===== src/sssl_pkg.sv =====
// Package for the serial switch select latch: widths, reset values, carrier types
package sssl_pkg;

    // ========================================================
    // Sizes and reset values
    localparam int          SSSL_CHANNELS    = 8;
    localparam logic [7:0]  SSSL_SHIFT_RESET = 8'h00;
    localparam logic [7:0]  SSSL_LATCH_RESET = 8'h00;
    localparam logic [1:0]  SSSL_SYNC_RESET  = 2'h0;
    // Clear pin idles high, so its synchroniser resets high
    localparam logic [1:0]  SSSL_CLR_SYNC_RESET = 2'h3;
    localparam logic        SSSL_EDGE_RESET  = 1'b0;

    // ========================================================
    // Carrier types
    typedef logic [SSSL_CHANNELS-1:0] sssl_word_t;

    // Host-side control pins, raw from the outside world
    typedef struct packed {
        logic host_serial_out;
        logic serial_clock;
        logic latch_load;
        logic latch_clear_n;
    } sssl_pins_s;

    // Load phases of the output latch
    typedef enum logic [1:0] {
        SSSL_HOLD,
        SSSL_LOAD,
        SSSL_CLEAR
    } sssl_latch_e;

endpackage


===== src/sssl_switch_select.sv =====
// Serial-in shift register and output latch driving eight switch enables
//
// Operation
// - Each serial clock pulse shifts data in
// - Shift stages capture only on clock edges
// - Load high copies shift register to latch
// - Latch follows while loading, holds otherwise
// - Each latch bit enables one switch
// - Any switch combination may be on
// - Clear low forces latch to zeros
`timescale 1ns/1ps

module sssl_switch_select
    import sssl_pkg::*;
(
    // Clock and reset
    input  wire logic                 clock_in,
    input  wire logic                 reset_in,
    // Host pins, asynchronous to clock_in
    input  wire sssl_pkg::sssl_pins_s pins_in,
    // Switch enables, one per channel
    output logic [7:0]                switch_enable_out,
    // Shift register contents, for observation
    output logic [7:0]                shift_state_out
);
    import sssl_pkg::*;

    // ========================================================
    // Helper functions
    // One synchroniser step: stage one takes the pin, stage two stage one
    function automatic logic [1:0] sync_step(
        input logic [1:0] stages,
        input logic       pin
    );
        return {stages[0], pin};
    endfunction

    // One shift step: the new bit enters bit 0 and the others move up
    function automatic sssl_word_t shift_step(
        input sssl_word_t word,
        input logic       data_bit
    );
        return {word[SSSL_CHANNELS-2:0], data_bit};
    endfunction

    // Clear outranks load, so a clear with load held high still empties
    function automatic sssl_latch_e latch_mode_of(
        input logic clear_n,
        input logic load
    );
        if (!clear_n) begin
            return SSSL_CLEAR;
        end
        if (load) begin
            return SSSL_LOAD;
        end
        return SSSL_HOLD;
    endfunction

    // ========================================================
    // Data pin synchroniser
    // Logic reads stage two only; stage one may still be settling
    logic [1:0] data_sync_q;
    logic [1:0] data_sync_d;

    always_comb begin
        data_sync_d = sync_step(data_sync_q, pins_in.host_serial_out);
    end

    always_ff @(posedge clock_in or posedge reset_in) begin
        if (reset_in) begin
            data_sync_q <= SSSL_SYNC_RESET;
        end else begin
            data_sync_q <= data_sync_d;
        end
    end

    // ========================================================
    // Serial clock pin synchroniser
    // Stage two feeds the edge detector; nothing reads stage one
    logic [1:0] clk_sync_q;
    logic [1:0] clk_sync_d;

    always_comb begin
        clk_sync_d = sync_step(clk_sync_q, pins_in.serial_clock);
    end

    always_ff @(posedge clock_in or posedge reset_in) begin
        if (reset_in) begin
            clk_sync_q <= SSSL_SYNC_RESET;
        end else begin
            clk_sync_q <= clk_sync_d;
        end
    end

    // ========================================================
    // Load pin synchroniser
    // Load is a level: the latch stays open while it is high
    logic [1:0] load_sync_q;
    logic [1:0] load_sync_d;

    always_comb begin
        load_sync_d = sync_step(load_sync_q, pins_in.latch_load);
    end

    always_ff @(posedge clock_in or posedge reset_in) begin
        if (reset_in) begin
            load_sync_q <= SSSL_SYNC_RESET;
        end else begin
            load_sync_q <= load_sync_d;
        end
    end

    // ========================================================
    // Clear pin synchroniser
    // Resets high, the idle level, so no clear follows reset
    logic [1:0] clear_sync_q;
    logic [1:0] clear_sync_d;

    always_comb begin
        clear_sync_d = sync_step(clear_sync_q, pins_in.latch_clear_n);
    end

    always_ff @(posedge clock_in or posedge reset_in) begin
        if (reset_in) begin
            clear_sync_q <= SSSL_CLR_SYNC_RESET;
        end else begin
            clear_sync_q <= clear_sync_d;
        end
    end

    // ========================================================
    // Serial clock edge detector
    // Resets low, the idle level of the pin, so reset makes no false edge
    logic clk_prev_q;
    logic clk_prev_d;

    always_comb begin
        clk_prev_d = clk_sync_q[1];
    end

    always_ff @(posedge clock_in or posedge reset_in) begin
        if (reset_in) begin
            clk_prev_q <= SSSL_EDGE_RESET;
        end else begin
            clk_prev_q <= clk_prev_d;
        end
    end

    // ========================================================
    // Synchronised pin levels
    logic serial_data;
    logic serial_rise;
    logic load_level;
    logic clear_level_n;

    assign serial_data   = data_sync_q[1];
    // Rising edge only; a held clock level shifts nothing
    assign serial_rise   = clk_sync_q[1] & ~clk_prev_q;
    assign load_level    = load_sync_q[1];
    assign clear_level_n = clear_sync_q[1];

    // ========================================================
    // Shift register
    // Data enters bit 0 and moves up, so the first bit ends in bit 7
    // A pin held high shifts once: serial_rise lasts one cycle
    sssl_word_t shift_q, shift_d;

    always_comb begin
        shift_d = shift_q;
        if (serial_rise) begin
            shift_d = shift_step(shift_q, serial_data);
        end
    end

    always_ff @(posedge clock_in or posedge reset_in) begin
        if (reset_in) begin
            shift_q <= SSSL_SHIFT_RESET;
        end else begin
            shift_q <= shift_d;
        end
    end

    // ========================================================
    // Output latch
    // Transparent latch modelled on the fast clock: while load is high it
    // tracks the shift register every cycle, so bits shifted during load
    // also pass through, as in the real part.
    sssl_latch_e latch_mode;
    sssl_word_t  latch_q, latch_d;

    // Mode decode kept apart so the priority sits in one place
    always_comb begin
        latch_mode = latch_mode_of(clear_level_n, load_level);
    end

    always_comb begin
        case (latch_mode)
            SSSL_CLEAR: latch_d = SSSL_LATCH_RESET;
            SSSL_LOAD:  latch_d = shift_q;
            SSSL_HOLD:  latch_d = latch_q;
            default:    latch_d = latch_q;
        endcase
    end

    always_ff @(posedge clock_in or posedge reset_in) begin
        if (reset_in) begin
            latch_q <= SSSL_LATCH_RESET;
        end else begin
            latch_q <= latch_d;
        end
    end

    // ========================================================
    // Outputs
    // No one-hot decode: every pattern of enables is legal
    // Both outputs come straight from flops, so they never glitch
    assign switch_enable_out = latch_q;
    assign shift_state_out   = shift_q;

endmodule


===== config.mk =====
export PLATFORM = sky130hd
export DESIGN_NAME = sssl_switch_select
export DESIGN_NICKNAME = d
export VERILOG_FILES = /design/src/sssl_pkg.sv /design/src/sssl_switch_select.sv
export SDC_FILE = /design/constraint.sdc
export NUM_CORES = 1
export LEC_CHECK = 0
export ABC_AREA = 1
export BUFFER_PORTS_ARGS = -buffer_cell sky130_fd_sc_hd__clkbuf_2
export CORE_MARGIN = 1.5
export CORE_UTILIZATION = 45
export CTS_BUF_LIST = sky130_fd_sc_hd__clkbuf_8 sky130_fd_sc_hd__clkbuf_16
export DETAILED_ROUTE_END_ITERATION = 12
export GPL_ROUTABILITY_DRIVEN = 1
export HOLD_SLACK_MARGIN = 0.02
export MAX_ROUTING_LAYER = met4
export PLACE_DENSITY = 0.69
export SYNTH_ARGS = -nofsm -noshare
export SYNTH_HDL_FRONTEND = slang
export SYNTH_SLANG_ARGS = --single-unit

===== constraint.sdc =====
create_clock -name clock_in -period 1.05 [get_ports clock_in]
set_input_delay 0.1575 -clock clock_in [delete_from_list [all_inputs] [get_ports clock_in]]
set_output_delay 0.1575 -clock clock_in [all_outputs]
set_load 0.01 [all_outputs]

Word-level counts from Yosys, hierarchy flattened --
Cells that the tools add are included.
Cells by class: equality and inequality tests 2, multiplexer cells 7, bitwise gates (word level) 2, reductions and logical operators 1
Operators by type and width (number):
- 8-bit one-hot mux with 2 select lines | 1
- 2-bit two-way mux | 4
- 2-bit by 1-bit == test with 1-bit output (second input constant) | 1
- 2-bit == test (second input constant) | 1
- 1-bit two-way mux | 2
- 2-bit nonzero test | 1
- 1-bit AND | 1
- 1-bit NOT | 1
Storage, ports and cells: input bits 6, output and inout bits 16, bits in registers 25, word-level logic and storage cells 19

Longest topological paths before layout --
word-level depth 6, depth in mapped cells 4, mapped depth without buffers 4

Worst setup path after synthesis --
OpenSTA, ideal clock, no wires.
path type register -> register, from register clear_sync_q[1], to register latch_q[4] (netlist: switch_enable_out[4]), clock period less this slack 913 ps, setup slack 137 ps, cell stages (with the launch flop) 5, data required time 985 ps, arrival 848 ps, buffers on the path 2, path through dfstp_2 buf_6 buf_6 nand3_1 nand2_1
On the way: longest elaborated chain between the ends 3, elaborated cells on any way between the ends 5, classes of those cells 2 x eq/ne; 2 x mux; 1 x reduce/logical
Ends and longest elaborated chain:
- from (decl) | line sssl_switch_select.sv:117 | logic [1:0] clear_sync_q;
- from (signal assigned) | line sssl_switch_select.sv:128 | clear_sync_q <= clear_sync_d;
- 2-bit two-way mux * | line sssl_switch_select.sv:54 | if (load) begin
- 2-bit by 1-bit == test with 1-bit output / 2-bit == test (equally long branches) | line sssl_switch_select.sv:198 | case (latch_mode)
- 8-bit one-hot mux with 2 select lines / 2-bit nonzero test (equally long branches)
- to (signal assigned) | line sssl_switch_select.sv:210 | latch_q <= latch_d;
- to (decl) | line sssl_switch_select.sv:190 | sssl_word_t latch_q, latch_d;
Every way passes the cells marked *; elsewhere a longest branch is shown, timed or not. A chain may end at the register's enable or synchronous reset.

Final worst setup path --
from register shift_q[2] (netlist: shift_state_out[2]), to output shift_state_out[2]
RTL lines:
- from (decl) | line sssl_switch_select.sv:167 | sssl_word_t shift_q, shift_d;
- from (signal assigned) | line sssl_switch_select.sv:180 | shift_q <= shift_d;
- to (decl) | line sssl_switch_select.sv:24 | output logic [7:0] shift_state_out
No word-level cell between the ends.

==> impl_metrics.yaml <==
outcome:
  status: "completed"
sta:
  hold_viol_final: 0
  setup_viol: 0
  fmax_mhz: 1010
  final_max_slew_viol_count: 0
  tightest_slew_ns: 0.362
  fin_tns_setup_ns: 0
  finClkSkew_ns: 0.00192
  period_minus_slack_ns: 0.987
  rsz0062_at_grt: "no"
  fin_hold_ws_ns: 0.354
  fin_crit_sh_pct: 94.0
  relSlewSlack_pct: 75.9
route:
  drcViolationCount: 0
  vias: 622
  first_pass_iters: 4
  vias_per_cell: 4.57
  wl_per_cell_um: 10.5
  ant_nets: 0
  drt-total-wl_um: 1430
  drt-initial-drc-count: 14
worst_setup_path:
  worstPathRequired_ns: 0.89
  crit_path_start_kind: "register"
  critPathArrivalTime_ns: 0.83
  critical_path_depth: 1
  critPathMaxStageDelay_ns: 0.42
  worst-path-buf-inv: 1
  r2r-end: "switch_enable_out[7]$_DFFE_PP0P_"
  cp-startpoint: "shift_state_out[2]$_DFFE_PP0P_"
  critPathMaxFanout: 4
  ff2ff_setup_slack_ns: 0.11
  cp_slowest_cell: "dfrtp_1"
  crit_path_end: "shift_state_out[2]"
  endpoint_kind: "output pin"
  crit_family: "flip-flops"
  worst-setup-path-type: "reg -> out"
  rr_worst_depth: 2
  worstPathCellList: "clkbuf_2"
  r2r-start: "clear_sync_q[1]$_DFF_PP1_"
clock_tree:
  path_clk_slew_ns: 0.08
  cts_tree: "yes"
  cts_root_buf: "clkbuf_8"
  clk_path_buf_depth: 2
  numCtsBuffers: 3
  cts_sinks: 25
  cts.htree.levels: 1
  clk_latency_ns: 0.26
global_route:
  grt_max_degree: 26
  overflow: 0
  grt_pass1_wl_um: 2220
  grt.total_usage_pct: 14.8
  grt_pass1_vias: 507
  grt_antenna_before_repair: 0
power:
  p_leak_nw: 0.619
  power_density_nw_per_um2: 1770
  irDropWorstVdd_uv: 852
cells_and_area:
  final_layout_size_suffix_gt1_share_pct: 29.4
  nets: 116
  regArea_sq_um: 628
  multi_input_area_sq_um: 221
  nFillCells: 171
  syn_to_final_growth_pct: 23.2
  diodes: 0
floorplan:
  pin_count: 22
  chipHeight_um: 47.8
  rows: 16
  initial_core_util_pct: 46.9
  coreArea_sq_um: 1920
  die_x_um: 47.8
  dieArea_sq_um: 2280
yosys:
  synth.cell_area_sq_um: 902
  synth.avg_cell_area_sq_um: 11.1
  yosysWarnings: 0
  seq_area_frac_synth_pct: 69.6
  synthDistinctLibCells: 9
  netlist_instances: 81
  syn_nets: 87
  synth_seq_cells: 25
run:
  cap_violations: 0
worst_hold_path:
  hold_class: "reg -> reg"
placement:
  io_buffer_count: 21
  place_congestion: 0.715
==> through the flow <==
step / cells / cell area (sq um) / power [mW] / util (%) / setup WS [ns]
floorplan: 81 / 902 / 1.31 / - / 0.137
CTS: 135 / 1100 / 1.99 / 57.4 / 0.0329
finish: 136 / 1110 / 1.97 / 57.8 / 0.0634
global route: 136 / 1110 / 2.10 / 57.8 / 0.0101
detailed placement: 126 / 1010 / 1.42 / 52.4 / 0.123
global placement: 126 / 1010 / 1.41 / 52.4 / 0.146
==> routing by layer <==
layer	share of wire (%)	routed length, um	GRT usage, %	vias up
met4	2.0	28	8.11	0
met1	46	656	18.8	282
met5	0	0	-	-
met3	4.0	57	3.77	4
met2	48	691	21.3	18
li1	-	-	-	318
==> report_power, final <==
part           internal [mW]  switching (mW)  total [mW]
Combinational          0.120           0.143       0.263
Clock                  0.265           0.285       0.550
Sequential              1.06          0.0957        1.16
==> worst min path at each step <==
stage                              from  depth (start not counted)  slack, ns                         to
2_1_floorplan                pins_in[0]                          0       0.16  clear_sync_q[0]$_DFF_PP1_
3_3_place_gp                   reset_in                          3       0.19    clk_sync_q[0]$_DFF_PP0_
3_5_place_dp                   reset_in                          3       0.20   load_sync_q[0]$_DFF_PP0_
4_1_cts        data_sync_q[0]$_DFF_PP0_                          0       0.35   data_sync_q[1]$_DFF_PP0_
5_1_grt        load_sync_q[0]$_DFF_PP0_                          0       0.37   load_sync_q[1]$_DFF_PP0_
6_report       load_sync_q[0]$_DFF_PP0_                          0       0.35   load_sync_q[1]$_DFF_PP0_
==> cells in the final DEF (no fill, tap or decap), drive strengths merged <==
| cell | instances |
|---|---|
| dfstp | 2 |
| dfrtp | 23 |
| buf | 2 |
| nand3 | 24 |
| clkbuf | 24 |
| nand2 | 25 |
| clkinv | 1 |
| inv | 3 |
| dlygate4sd3 | 5 |
==> sequential cells by signal, summed over array words and instances, names as in the netlist <==
name / cells
shift_state_out: 8
data_sync_q: 2
clear_sync_q: 2
switch_enable_out: 8
clk_sync_q: 2
load_sync_q: 2
clk_prev_q: 1
==> cell families after synthesis <==
family	after synthesis	synth area share, %
simple gates	49	24.6
flops	25	69.6
buf+inv	7	5.83
==> what timing repair did <==
action	in CTS	in global routing
setup buffers	0	1
setup endpoints to repair	0	1
hold endpoints to repair	27	0
gates resized for setup	0	0
hold buffers	5	0
==> cells in the mapped netlist <==
cell type | n | area share [%]
dfstp_2 | 2 | 5.8
inv_1 | 1 | 0.42
dfrtp_1 | 23 | 64
nand3_1 | 24 | 13
nand2_4 | 1 | 1.2
buf_4 | 1 | 0.83
nand2_1 | 24 | 10
inv_2 | 2 | 0.83
buf_6 | 3 | 3.7
==> area by class of cell <==
class	count	share of cell area, %
tap	27	3.04
clock buffer	3	3.72
timing repair buffer	28	15.3
multi-input combinational	49	19.9
sequential	25	56.5
clock inverter	1	0.450
inverter	3	1.01
(Power assumes the default switching activity.)
